[src/hsp_cfg.svh]
// constants for the host serial port with power-mode control
// assumes a single 50 MHz clock; included by the core and the bench
`ifndef HSP_CFG_SVH
`define HSP_CFG_SVH
`define HSP_CLK_HZ 50000000
`define HSP_DIV(b) ((`HSP_CLK_HZ + (b) / 2) / (b))
// line rate selector codes and their divisors
`define HSP_BAUD_9600   3'h0
`define HSP_BAUD_19200  3'h1
`define HSP_BAUD_38400  3'h2
`define HSP_BAUD_57600  3'h3
`define HSP_BAUD_115200 3'h4
`define HSP_BAUD_230400 3'h5
`define HSP_BAUD_921600 3'h6
`define HSP_WORD_LEN    4'h8
`define HSP_PAR_NONE    2'h0
`define HSP_PAR_EVEN    2'h1
`define HSP_PAR_ODD     2'h2
// power modes
`define HSP_PM0 3'h0
`define HSP_PM1 3'h1
`define HSP_PM2 3'h2
`define HSP_PM5 3'h5
// register byte addresses
`define HSP_REG_CMD    8'h00
`define HSP_REG_STATUS 8'h04
`define HSP_REG_RESP   8'h08
`define HSP_REG_TXDATA 8'h0C
`define HSP_REG_RXDATA 8'h10
`define HSP_REG_CFG    8'h14
`define HSP_REG_LINES  8'h18
// command codes
`define HSP_OP_SERCFG 8'h01
`define HSP_OP_PWR    8'h02
`define HSP_OP_HWADDR 8'h03
`define HSP_OP_VER    8'h04
`define HSP_OP_OUT    8'h05
`define HSP_OP_IN     8'h06
`define HSP_OP_HIGH   8'h07
`define HSP_OP_LOW    8'h08
`define HSP_OP_SAMPLE 8'h09
`define HSP_OP_KEY    8'h0A
`define HSP_OP_CHAN   8'h0B
`define HSP_OP_REGION 8'h0C
`define HSP_OP_BSS    8'h0D
`define HSP_OP_MODEM  8'h0E
// key lengths in hex digits, channel limits per region
`define HSP_KEY64_DIGITS  5'h0A
`define HSP_KEY128_DIGITS 5'h1A
`define HSP_CH_MAX_R0 5'h0B
`define HSP_CH_MAX_R1 5'h0D
`define HSP_CH_MAX_R2 5'h0E
// shared line positions: lines 10..13 sit at indices 8..11
`define HSP_SHARED_MASK 12'hF00
`define HSP_IDX_DSR 8
`define HSP_IDX_DTR 9
`define HSP_IDX_RI  10
`define HSP_IDX_DCD 11
// start-up delay before flow control is first asserted
`define HSP_READY_NS  1000
`define HSP_READY_CYC ((`HSP_READY_NS * (`HSP_CLK_HZ / 1000000) + 999) / 1000)
`endif

[src/hsp_pkg.sv]
// types for the host serial port with power-mode control
// assumes hsp_cfg.svh is on the include path
package hsp_pkg;
  typedef enum logic [4:0] {
    TX_IDLE = 5'b00001, TX_START = 5'b00010, TX_DATA = 5'b00100,
    TX_PAR  = 5'b01000, TX_STOP  = 5'b10000
  } hsp_tx_st_t;
  typedef enum logic [4:0] {
    RX_IDLE = 5'b00001, RX_START = 5'b00010, RX_DATA = 5'b00100,
    RX_PAR  = 5'b01000, RX_STOP  = 5'b10000
  } hsp_rx_st_t;
  typedef enum logic [1:0] {PW_RUN = 2'b01, PW_STBY = 2'b10} hsp_pw_st_t;
  typedef struct packed {
    logic [7:0]  addr;
    logic [31:0] wdata;
    logic        wr;
    logic        rd;
  } hsp_bus_req_t;
  typedef struct packed {
    logic [2:0] baud;
    logic [1:0] parity;
    logic       stop2;
  } hsp_ser_cfg_t;
  typedef struct packed {
    logic on;
    logic riOut;
    logic dcdOut;
    logic riLvl;
    logic dcdLvl;
  } hsp_modem_cfg_t;
  typedef struct packed {
    logic [13:0]    syn1;
    logic [13:0]    syn2;
    hsp_tx_st_t     txSt;
    logic [12:0]    txCnt;
    logic [2:0]     txBit;
    logic [7:0]     txShift;
    logic           txPar;
    logic [7:0]     txData;
    logic           txPend;
    logic           txLine;
    hsp_rx_st_t     rxSt;
    logic [12:0]    rxCnt;
    logic [2:0]     rxBit;
    logic [7:0]     rxShift;
    logic           rxPar;
    logic [7:0]     rxData;
    logic           rxValid;
    logic           rxOvr;
    logic           rxParErr;
    logic           rxFrmErr;
    hsp_ser_cfg_t   cfg;
    hsp_pw_st_t     pwSt;
    logic [2:0]     pwrMode;
    logic           adhoc;
    logic [1:0]     region;
    logic [4:0]     channel;
    logic           keySet;
    logic           key128;
    logic [11:0]    lineDir;
    logic [11:0]    lineVal;
    hsp_modem_cfg_t modem;
    logic [5:0]     readyCnt;
    logic           ready;
    logic           rtsN;
    logic           respErr;
    logic [23:0]    respData;
    logic [31:0]    rdData;
  } hsp_state_t;
endpackage : hsp_pkg

[src/hsp_serial_port.sv]
// host serial port: configurable async line, flow control, power modes,
// command acceptance and general-purpose lines
// assumes one 50 MHz clock, synchronous reset, pins already at logic level
//
// Function
// power-up line is 115200, 8, none, 1
// rate set only by command, listed rates
// word length must be eight bits
// none, even or odd parity; 1/2 stops
// flow-control output low means can receive
// transmit only while host input is low
// host stops sending when output deasserted
// mode 2: permit released, controller sleeps
// wake on packet or permit reasserted
// start in mode 5, chipset off
// mode 5 accepts four commands only
// power mode values 0,1,2,5 only
// mode 1: chipset dozes, controller awake
// refuse mode 1 while in ad-hoc
// each line settable input or output
// lines 10-13 modem or general, not both
// drive high, drive low, sample lines
// ring/carrier direction and level selectable
// key of 10 or 26 digits
// channel limit follows configured region
// flow control held off until ready
// unshared lines are inputs at reset
// reset input is active high
// finish character, then idle while held
// refused command answers error, no change
//
// The implementer's own choices: the strobed register port and the register addresses.
`timescale 1ns/100ps
`include "hsp_cfg.svh"
module hsp_serial_port #(
  parameter logic [23:0] HW_ADDR = 24'h000001, // arbitrary value
  parameter logic [23:0] VERSION = 24'h000100  // arbitrary value
) (
  input  wire logic                  sys_clk,
  input  wire logic                  rst,
  input  wire hsp_pkg::hsp_bus_req_t busReq,
  output logic [31:0]                busRdata,
  input  wire logic                  serRxd,
  output logic                       serTxd,
  input  wire logic                  ctsN,
  output logic                       rtsN,
  input  wire logic [11:0]           lineIn,
  output logic [11:0]                lineOut,
  output logic [11:0]                lineOe,
  input  wire logic                  apPacket,
  output logic                       chipsetOn,
  output logic                       chipsetDoze,
  output logic                       ctrlStandby
);
  hsp_pkg::hsp_state_t q;
  hsp_pkg::hsp_state_t n;
  logic [12:0] div;
  logic        rxIn;
  logic        ctsOk;
  logic        dsrOn;
  logic        cmdWr;
  logic        ok;
  logic [7:0]  op;
  logic [23:0] arg;
  logic [4:0]  chMax;

  // divisor of the selected rate
  always_comb begin
    case (q.cfg.baud)
      `HSP_BAUD_9600:   div = 13'(`HSP_DIV(9600));
      `HSP_BAUD_19200:  div = 13'(`HSP_DIV(19200));
      `HSP_BAUD_38400:  div = 13'(`HSP_DIV(38400));
      `HSP_BAUD_57600:  div = 13'(`HSP_DIV(57600));
      `HSP_BAUD_230400: div = 13'(`HSP_DIV(230400));
      `HSP_BAUD_921600: div = 13'(`HSP_DIV(921600));
      default:          div = 13'(`HSP_DIV(115200));
    endcase
  end

  // synchronised pins; permit counts as held while lines are general
  assign rxIn  = q.syn2[12];
  assign ctsOk = !q.syn2[13];
  assign dsrOn = !q.modem.on || !q.syn2[`HSP_IDX_DSR];
  assign cmdWr = busReq.wr && busReq.addr == `HSP_REG_CMD;
  assign op    = busReq.wdata[7:0];
  assign arg   = busReq.wdata[31:8];

  always_comb begin
    case (q.region)
      2'h0:    chMax = `HSP_CH_MAX_R0;
      2'h1:    chMax = `HSP_CH_MAX_R1;
      2'h2:    chMax = `HSP_CH_MAX_R2;
      default: chMax = 5'h00;
    endcase
  end

  // next state of the whole block
  always_comb begin
    n = q;
    ok = 1'b1;
    n.syn1 = {ctsN, serRxd, lineIn};
    n.syn2 = q.syn1;
    n.rdData = 32'h0000_0000;
    // command decode; any refusal leaves the state alone
    if (cmdWr) begin
      if (q.pwrMode == `HSP_PM5 && op != `HSP_OP_SERCFG &&
          op != `HSP_OP_PWR && op != `HSP_OP_HWADDR && op != `HSP_OP_VER)
        ok = 1'b0;
      else begin
        case (op)
          `HSP_OP_SERCFG: begin
            // rate only by command, no auto detect
            if (arg[2:0] > `HSP_BAUD_921600 ||
                arg[6:3] != `HSP_WORD_LEN ||
                arg[8:7] > `HSP_PAR_ODD)
              ok = 1'b0;
            else
              n.cfg = {arg[2:0], arg[8:7], arg[9]};
          end
          `HSP_OP_PWR: begin
            if (arg[2:0] != `HSP_PM0 && arg[2:0] != `HSP_PM1 &&
                arg[2:0] != `HSP_PM2 && arg[2:0] != `HSP_PM5)
              ok = 1'b0;
            else if (arg[2:0] == `HSP_PM1 && q.adhoc)
              ok = 1'b0;
            else
              n.pwrMode = arg[2:0];
          end
          `HSP_OP_HWADDR: n.respData = HW_ADDR;
          `HSP_OP_VER:    n.respData = VERSION;
          `HSP_OP_OUT, `HSP_OP_IN: begin
            // shared lines belong to the modem while it owns them
            if (q.modem.on && |(arg[11:0] & `HSP_SHARED_MASK))
              ok = 1'b0;
            else if (op == `HSP_OP_OUT)
              n.lineDir = q.lineDir | arg[11:0];
            else
              n.lineDir = q.lineDir & ~arg[11:0];
          end
          `HSP_OP_HIGH: n.lineVal = q.lineVal | arg[11:0];
          `HSP_OP_LOW:  n.lineVal = q.lineVal & ~arg[11:0];
          `HSP_OP_SAMPLE:
            n.respData = {12'h000, arg[11:0] & q.syn2[11:0]};
          `HSP_OP_KEY: begin
            if (arg[4:0] == `HSP_KEY64_DIGITS) begin
              n.keySet = 1'b1;
              n.key128 = 1'b0;
            end else if (arg[4:0] == `HSP_KEY128_DIGITS) begin
              n.keySet = 1'b1;
              n.key128 = 1'b1;
            end else
              ok = 1'b0;
          end
          `HSP_OP_CHAN: begin
            if (arg[4:0] == 5'h00 || arg[4:0] > chMax)
              ok = 1'b0;
            else
              n.channel = arg[4:0];
          end
          `HSP_OP_REGION: begin
            if (arg[1:0] == 2'h3)
              ok = 1'b0;
            else
              n.region = arg[1:0];
          end
          `HSP_OP_BSS: begin
            if (arg[0] && q.pwrMode == `HSP_PM1)
              ok = 1'b0;
            else
              n.adhoc = arg[0];
          end
          `HSP_OP_MODEM: begin
            n.modem = arg[4:0];
            // shared lines fall back to inputs whenever the written dcdLvl bit (arg[0]) is low
            if (!arg[0])
              n.lineDir = q.lineDir & ~`HSP_SHARED_MASK;
          end
          default: ok = 1'b0;
        endcase
      end
      n.respErr = !ok;
    end
    // transmit holding register; a write while full is dropped
    if (busReq.wr && busReq.addr == `HSP_REG_TXDATA && !q.txPend) begin
      n.txData = busReq.wdata[7:0];
      n.txPend = 1'b1;
    end
    // write ones to clear receive error flags
    if (busReq.wr && busReq.addr == `HSP_REG_STATUS) begin
      n.rxOvr    = q.rxOvr & ~busReq.wdata[8];
      n.rxParErr = q.rxParErr & ~busReq.wdata[9];
      n.rxFrmErr = q.rxFrmErr & ~busReq.wdata[10];
    end
    // register reads, answered in the next cycle
    if (busReq.rd) begin
      case (busReq.addr)
        `HSP_REG_STATUS:
          n.rdData = {20'h00000, q.adhoc, q.rxFrmErr, q.rxParErr, q.rxOvr,
                      q.rxValid, q.txPend, q.pwrMode,
                      q.pwSt == hsp_pkg::PW_STBY, q.ready, q.respErr};
        `HSP_REG_RESP:   n.rdData = {8'h00, q.respData};
        `HSP_REG_RXDATA: begin
          n.rdData = {23'h000000, q.rxValid, q.rxData};
          n.rxValid = 1'b0;
        end
        `HSP_REG_CFG:
          n.rdData = {14'h0000, q.keySet, q.key128, q.channel, q.modem,
                      q.cfg};
        `HSP_REG_LINES:  n.rdData = {8'h00, q.lineDir, q.syn2[11:0]};
        default:         n.rdData = 32'h0000_0000;
      endcase
    end
    // transmitter; the host input is looked at only between characters
    case (q.txSt)
      hsp_pkg::TX_IDLE: begin
        n.txLine = 1'b1;
        if (q.txPend && ctsOk) begin
          n.txSt    = hsp_pkg::TX_START;
          n.txCnt   = div - 13'h0001;
          n.txShift = q.txData;
          n.txPar   = (q.cfg.parity == `HSP_PAR_ODD) ? ~^q.txData
                                                     : ^q.txData;
          n.txPend  = 1'b0;
          n.txLine  = 1'b0;
        end
      end
      hsp_pkg::TX_START, hsp_pkg::TX_DATA, hsp_pkg::TX_PAR: begin
        if (q.txCnt != 13'h0000)
          n.txCnt = q.txCnt - 13'h0001;
        else begin
          n.txCnt = div - 13'h0001;
          if (q.txSt == hsp_pkg::TX_START) begin
            n.txSt   = hsp_pkg::TX_DATA;
            n.txBit  = 3'h0;
            n.txLine = q.txShift[0];
          end else if (q.txSt == hsp_pkg::TX_DATA && q.txBit != 3'h7) begin
            n.txBit   = q.txBit + 3'h1;
            n.txShift = {1'b0, q.txShift[7:1]};
            n.txLine  = q.txShift[1];
          end else if (q.txSt == hsp_pkg::TX_DATA &&
                       q.cfg.parity != `HSP_PAR_NONE) begin
            n.txSt   = hsp_pkg::TX_PAR;
            n.txLine = q.txPar;
          end else begin
            n.txSt   = hsp_pkg::TX_STOP;
            n.txBit  = {2'h0, q.cfg.stop2};
            n.txLine = 1'b1;
          end
        end
      end
      hsp_pkg::TX_STOP: begin
        // a stalled host still gets this whole character
        if (q.txCnt != 13'h0000)
          n.txCnt = q.txCnt - 13'h0001;
        else if (q.txBit != 3'h0) begin
          n.txBit = 3'h0;
          n.txCnt = div - 13'h0001;
        end else
          n.txSt = hsp_pkg::TX_IDLE;
      end
      default: n.txSt = hsp_pkg::TX_IDLE;
    endcase
    // receiver samples mid-bit; only the first stop bit is checked
    case (q.rxSt)
      hsp_pkg::RX_IDLE: begin
        if (!rxIn) begin
          n.rxSt  = hsp_pkg::RX_START;
          n.rxCnt = {1'b0, div[12:1]};
        end
      end
      hsp_pkg::RX_START, hsp_pkg::RX_DATA, hsp_pkg::RX_PAR: begin
        if (q.rxCnt != 13'h0000)
          n.rxCnt = q.rxCnt - 13'h0001;
        else begin
          n.rxCnt = div - 13'h0001;
          if (q.rxSt == hsp_pkg::RX_START) begin
            // a glitch shorter than half a bit is not a start
            n.rxSt  = rxIn ? hsp_pkg::RX_IDLE : hsp_pkg::RX_DATA;
            n.rxBit = 3'h0;
            n.rxPar = 1'b0;
          end else if (q.rxSt == hsp_pkg::RX_DATA) begin
            n.rxShift = {rxIn, q.rxShift[7:1]};
            n.rxPar   = q.rxPar ^ rxIn;
            n.rxBit   = q.rxBit + 3'h1;
            if (q.rxBit == 3'h7)
              n.rxSt = (q.cfg.parity != `HSP_PAR_NONE) ? hsp_pkg::RX_PAR
                                                       : hsp_pkg::RX_STOP;
          end else begin
            if ((q.rxPar ^ rxIn) != (q.cfg.parity == `HSP_PAR_ODD))
              n.rxParErr = 1'b1;
            n.rxSt = hsp_pkg::RX_STOP;
          end
        end
      end
      hsp_pkg::RX_STOP: begin
        if (q.rxCnt != 13'h0000)
          n.rxCnt = q.rxCnt - 13'h0001;
        else begin
          // delivery placed after the read pop so the new byte wins
          if (!rxIn)
            n.rxFrmErr = 1'b1;
          if (q.rxValid && n.rxValid)
            n.rxOvr = 1'b1;
          n.rxData  = q.rxShift;
          n.rxValid = 1'b1;
          n.rxSt    = hsp_pkg::RX_IDLE;
        end
      end
      default: n.rxSt = hsp_pkg::RX_IDLE;
    endcase
    // controller power state
    case (q.pwSt)
      hsp_pkg::PW_RUN:
        if (q.pwrMode == `HSP_PM2 && !dsrOn)
          n.pwSt = hsp_pkg::PW_STBY;
      hsp_pkg::PW_STBY:
        if (apPacket || dsrOn || q.pwrMode != `HSP_PM2)
          n.pwSt = hsp_pkg::PW_RUN;
      default: n.pwSt = hsp_pkg::PW_RUN;
    endcase
    // start-up delay, then flow control follows receive room
    if (q.readyCnt != 6'(`HSP_READY_CYC))
      n.readyCnt = q.readyCnt + 6'h01;
    n.ready = (q.readyCnt == 6'(`HSP_READY_CYC));
    n.rtsN  = !(q.ready && !n.rxValid && q.pwSt == hsp_pkg::PW_RUN);
    // synchronous reset, driven high by the host
    if (rst) begin
      n = '0;
      n.syn1    = 14'h3FFF;
      n.syn2    = 14'h3FFF;
      n.txSt    = hsp_pkg::TX_IDLE;
      n.txLine  = 1'b1;
      n.rxSt    = hsp_pkg::RX_IDLE;
      n.cfg     = {`HSP_BAUD_115200, `HSP_PAR_NONE, 1'b0};
      n.pwSt    = hsp_pkg::PW_RUN;
      n.pwrMode = `HSP_PM5;
      n.lineDir = 12'h000;
      n.modem   = 5'b11100;
      n.rtsN    = 1'b1;
    end
  end

  // single state register
  always_ff @(posedge sys_clk) begin
    q <= n;
  end

  // pins: modem functions own lines 10..13 while enabled
  always_comb begin
    lineOut = q.lineVal;
    lineOe  = q.lineDir;
    if (q.modem.on) begin
      lineOe[`HSP_IDX_DSR]  = 1'b0;
      lineOe[`HSP_IDX_DTR]  = 1'b1;
      lineOut[`HSP_IDX_DTR] = !q.ready;
      lineOe[`HSP_IDX_RI]   = q.modem.riOut;
      lineOut[`HSP_IDX_RI]  = q.modem.riLvl;
      lineOe[`HSP_IDX_DCD]  = q.modem.dcdOut;
      lineOut[`HSP_IDX_DCD] = q.modem.dcdLvl;
    end
  end

  assign busRdata    = q.rdData;
  assign serTxd      = q.txLine;
  assign rtsN        = q.rtsN;
  assign chipsetOn   = q.pwrMode != `HSP_PM5;
  assign chipsetDoze = q.pwrMode == `HSP_PM1 || q.pwrMode == `HSP_PM2;
  assign ctrlStandby = q.pwSt == hsp_pkg::PW_STBY;

  // checks
  property p_txHold;
    @(posedge sys_clk) disable iff (rst)
      q.txSt == hsp_pkg::TX_IDLE && !ctsOk |=> q.txSt == hsp_pkg::TX_IDLE;
  endproperty
  a_txHold: assert property (p_txHold) else $error("tx started without cts");
  property p_rtsReset;
    @(posedge sys_clk) rst |=> rtsN && !q.ready;
  endproperty
  a_rtsReset: assert property (p_rtsReset) else $error("rts not held off");
  property p_rtsRoom;
    @(posedge sys_clk) disable iff (rst) !rtsN |-> q.ready && !q.rxValid;
  endproperty
  a_rtsRoom: assert property (p_rtsRoom) else $error("rts low without room");
  property p_pm5Only;
    @(posedge sys_clk) disable iff (rst)
      cmdWr && q.pwrMode == `HSP_PM5 && op >= `HSP_OP_OUT |=> q.respErr;
  endproperty
  a_pm5Only: assert property (p_pm5Only) else $error("mode 5 took command");
  property p_pmLegal;
    @(posedge sys_clk) disable iff (rst)
      q.pwrMode inside {`HSP_PM0, `HSP_PM1, `HSP_PM2, `HSP_PM5};
  endproperty
  a_pmLegal: assert property (p_pmLegal) else $error("illegal power mode");
  property p_adhocPm1;
    @(posedge sys_clk) disable iff (rst)
      cmdWr && op == `HSP_OP_PWR && arg[2:0] == `HSP_PM1 && q.adhoc
      |=> q.respErr && $stable(q.pwrMode);
  endproperty
  a_adhocPm1: assert property (p_adhocPm1) else $error("mode 1 in ad-hoc");
  property p_sleep;
    @(posedge sys_clk) disable iff (rst)
      q.pwSt == hsp_pkg::PW_RUN && q.pwrMode == `HSP_PM2 && !dsrOn
      |=> ctrlStandby;
  endproperty
  a_sleep: assert property (p_sleep) else $error("no standby");
  property p_wake;
    @(posedge sys_clk) disable iff (rst) ctrlStandby && apPacket |=> !ctrlStandby;
  endproperty
  a_wake: assert property (p_wake) else $error("no wake on packet");
  property p_lenOnly8;
    @(posedge sys_clk) disable iff (rst)
      cmdWr && op == `HSP_OP_SERCFG && arg[6:3] != `HSP_WORD_LEN
      |=> q.respErr && $stable(q.cfg);
  endproperty
  a_lenOnly8: assert property (p_lenOnly8) else $error("bad length taken");
  property p_stopHigh;
    @(posedge sys_clk) disable iff (rst) q.txSt == hsp_pkg::TX_STOP |-> serTxd;
  endproperty
  a_stopHigh: assert property (p_stopHigh) else $error("stop bit low");
  property p_resetLines;
    @(posedge sys_clk) rst |=> lineOe[7:0] == 8'h00 && chipsetOn == 1'b0;
  endproperty
  a_resetLines: assert property (p_resetLines) else $error("reset lines");
  c_txChar: cover property (@(posedge sys_clk) q.txSt == hsp_pkg::TX_STOP);
  c_rxChar: cover property (@(posedge sys_clk) q.rxSt == hsp_pkg::RX_STOP ##1 q.rxValid);
  c_standby: cover property (@(posedge sys_clk) ctrlStandby ##1 !ctrlStandby);
  c_pm1: cover property (@(posedge sys_clk) q.pwrMode == `HSP_PM1);
endmodule : hsp_serial_port

[config.mk]
export PLATFORM = sky130hd
export DESIGN_NAME = hsp_serial_port
export DESIGN_NICKNAME = d
export VERILOG_FILES = /design/src/hsp_pkg.sv /design/src/hsp_serial_port.sv
export VERILOG_INCLUDE_DIRS = /design/src
export SDC_FILE = /design/constraint.sdc
export NUM_CORES = 1
export LEC_CHECK = 0
export ABC_CLOCK_PERIOD_IN_PS = 4700
export BUFFER_PORTS_ARGS = -buffer_cell sky130_fd_sc_hd__buf_2
export CORE_UTILIZATION = 25
export DETAILED_ROUTE_END_ITERATION = 6
export GPL_TIMING_DRIVEN = 0
export SLEW_MARGIN = 15
export SYNTH_ARGS = -nofsm -noshare
export SYNTH_HDL_FRONTEND = slang
export SYNTH_SLANG_ARGS = --single-unit
[constraint.sdc]
create_clock -name sys_clk -period 4.7 [get_ports sys_clk]
set_input_delay 0.94 -clock sys_clk [delete_from_list [all_inputs] [get_ports sys_clk]]
set_output_delay 0.94 -clock sys_clk [all_outputs]
set_load 0.01 [all_outputs]
==> impl_metrics.env <==
export IMPL_drive_gt1_share_pct=18.52
export IMPL_hp_class="reg -> reg"
export IMPL_ios=120
export IMPL_rsz0062_at_grt="no"
export IMPL_synth_cell_types=78
export IMPL_grt_busiest_layer="met2"
export IMPL_final_cells=1848
export IMPL_die_h_um=201.0
export IMPL_cts_tree="yes"
export IMPL_clk_pin_slew_ns=0.06
export IMPL_cts_setup_buffers=0
export IMPL_drtPass1Iterations=6
export IMPL_dp_hpwl_mm=23.22
export IMPL_hold_buffers=0
export IMPL_initial_core_util_pct=25.49
export IMPL_synth_compound_gate_area_share_pct=19.39
export IMPL_status="finished, final reports clean"
export IMPL_ys_ff_latch=205
export IMPL_skew_ns=0.01987
export IMPL_path_cells="buf_2 > nor3_1 > nand4b_1 > nor4_4 > nand2_1 > a21oi_1 > buf_2 > a21oi_1 > a211oi_1"
export IMPL_mostFrequentLayoutCells="205 x dfxtp_1, 134 x nor2_1, 120 x a21oi_1"
export IMPL_synth_avg_cell_area_um2=8.311
export IMPL_ant_nets=0
export IMPL_synth_edf_count=0
export IMPL_fin_crit_sh_pct=80.18
export IMPL_port_buffers=91
export IMPL_gp_congestion=0.8999
export IMPL_cts_buffers=24
export IMPL_final_common_cell="dfxtp_1"
export IMPL_multi_input_area_mm2=0.005049
export IMPL_final_setup_tns_ns=0
export IMPL_fp_dieW_um=201.0
export IMPL_use_met2_pct=22.59
export IMPL_finalHoldViolCount=0
export IMPL_grt_use_total_pct=14.95
export IMPL_setup_viol=0
export IMPL_cp_data_required_time_ns=5.13
export IMPL_vdd_drop_max_v=0.0002257
export IMPL_post_drt_via_cell_ratio=4.984
export IMPL_drt_iter0_drc=860
export IMPL_grt_use_met1_pct=21.66
export IMPL_cts_root_buffer="clkbuf_16"
export IMPL_core_area_mm2=0.03883
export IMPL_tightest_slew_ns=1.130
export IMPL_maxSlewHeadroom_pct=24.52
export IMPL_crit_fanout=10
export IMPL_htree_levels=1
export IMPL_end_kind="flip-flop"
export IMPL_synthFlopType="dfxtp_1"
export IMPL_timing_hold_ws_ns=0.4026
export IMPL_grt_pass1_vias=8431
export IMPL_clock_sinks=205
export IMPL_fin_crit_ns=3.768
export IMPL_dpl_cell_count=1807
export IMPL_area_growth_pct=19.25
export IMPL_crit_buf_inv=2
export IMPL_power_mw=3.865
export IMPL_nets=1392
export IMPL_synth_top_family_by_area="simple AND/OR/NAND/NOR gates"
export IMPL_fillers=4135
export IMPL_ctsLongestPathBuffers=3
export IMPL_yosys_area_share_xor_xnor_pct=1.947
export IMPL_synth_adder_area_share_pct=2.275
export IMPL_slowest_delay_ns=0.71
export IMPL_gr_total_overflow=0
export IMPL_slowest_stage="nor4_4"
export IMPL_ys_warn_count=0
export IMPL_routedWlPerCell_um=16.94
export IMPL_cp_top_family="simple AND/OR/NAND/NOR gates"
export IMPL_drv_cap=0
export IMPL_use_met3_pct=2.744
export IMPL_leakage_nw=4.399
export IMPL_async_flop_share_pct=0
export IMPL_post_cts_resize_count=0
export IMPL_crit_arrival_ns=4.20
export IMPL_vias=9210
export IMPL_rows=72
export IMPL_start_kind="input port"
export IMPL_grt_max_degree=15
export IMPL_finalMaxSlewViolations=0
export IMPL_syn_area_mm2=0.009898
export IMPL_synthSimpleGateAreaFrac_pct=24.11
export IMPL_antenna_found_initial=2
export IMPL_fin_util_pct=30.40
export IMPL_yosysSeqAreaShare_pct=41.46
export IMPL_register_area_mm2=0.004104
export IMPL_max_freq_mhz=265.4
export IMPL_drc_errors=0
export IMPL_grt_pass1_wl_mm=48.18
export IMPL_drt_total_wl_mm=31.30
export IMPL_path_class="in -> reg"
export IMPL_powerDensity_mw_per_mm2=327.4
export IMPL_syn_inst=1191
export IMPL_muxShareOfSynthArea_pct=2.983
export IMPL_clk_latency_ns=0.53
export IMPL_dieArea_mm2=0.04039
-- stage by stage --
step,setup slack (ns),cell area [um^2]
global route,0.7327,11800
global placement,0.5531,11030
finish,0.9315,11800
detailed placement,0.4922,11030
CTS,1.014,11800
floorplan,1.713,9925
-- state kept, by name, summed over array words and instances (netlist names), named ones only --
signal    count
serTxd        1
rtsN          1
q           159
lineOe        8
busRdata     24
-- where the power goes --
group,internal (mW),switching (mW)
Combinational,0.0827,0.170
Clock,1.09,0.751
Sequential,1.76,0.0144
Total,2.93,0.936
-- worst paths after layout --
path	start	end	slack, ns	depth (start not counted)
worst min-delay path	q[224]$_SDFF_PP1_	q[210]$_SDFF_PP1_	0.40	1
worst min register to register	q[224]$_SDFF_PP1_	q[210]$_SDFF_PP1_	0.40	1
worst max-delay path	busReq[39]	flip-flop	0.93	9
worst max register to register	q[139]$_SDFFE_PP0P_	q[146]$_SDFFE_PP0P_	1.66	10
-- synth_stat cells, types with 11 or more instances --
| cell type | instances | share of area, % |
|---|---|---|
| nor2b_1 | 15 | 0.95 |
| ha_1 | 18 | 2.3 |
| nor2_1 | 134 | 5.1 |
| nand2_1 | 102 | 3.9 |
| a21oi_1 | 120 | 6.1 |
| o21ai_0 | 39 | 2.0 |
| clkbuf_1 | 67 | 2.5 |
| or2_2 | 32 | 2.0 |
| buf_4 | 49 | 3.7 |
| mux2i_1 | 25 | 2.5 |
| dfxtp_1 | 205 | 41 |
| a211oi_1 | 25 | 1.9 |
| nand3_1 | 36 | 1.8 |
| nor3_1 | 30 | 1.5 |
| nor4_1 | 12 | 0.76 |
| nand4_1 | 16 | 1.0 |
| xnor2_1 | 13 | 1.2 |
| nand3b_1 | 11 | 0.83 |
| inv_1 | 27 | 1.0 |
| nand2b_1 | 22 | 1.4 |
| a22oi_1 | 28 | 2.1 |
-- worst register-to-register path: stages, from the launching register on --
cell and delay [ns]:
dfxtp_1 0.34, inv_1 0.08, ha_1 0.20, or4b_1 0.44
buf_2 0.18, and4bb_2 0.38, clkbuf_1 0.47, nand2_1 0.20
a221oi_1 0.37, o21ai_0 0.14, a21oi_1 0.17
-- area by class of cell --
type                       instances  area share (%)
antenna                            2         0.04240
buffer                           125           5.682
clock buffer                      27           5.448
clock inverter                    12           1.081
inverter                          27          0.8586
multi-input combinational        841           42.77
sequential                       205           34.77
tap                              518           5.491
timing repair buffer              91           3.858
-- layer usage --
metal,up-vias,part of all wire [%]
met5,-,0
met4,0,2.0
met3,48,7.1
met2,306,44
met1,4425,47
li1,4431,-
-- cell families after synthesis --
family                   Yosys count
AND/OR/NAND/NOR                  470
AO/OA/AOI/OAI                    294
flip-flops                       205
buffers and inverters            152
multiplexers                      29
XOR/XNOR                          22
adder cells (fa/ha/maj)           18
other                              1
Note: power is estimated with default switching activity, not from simulation.
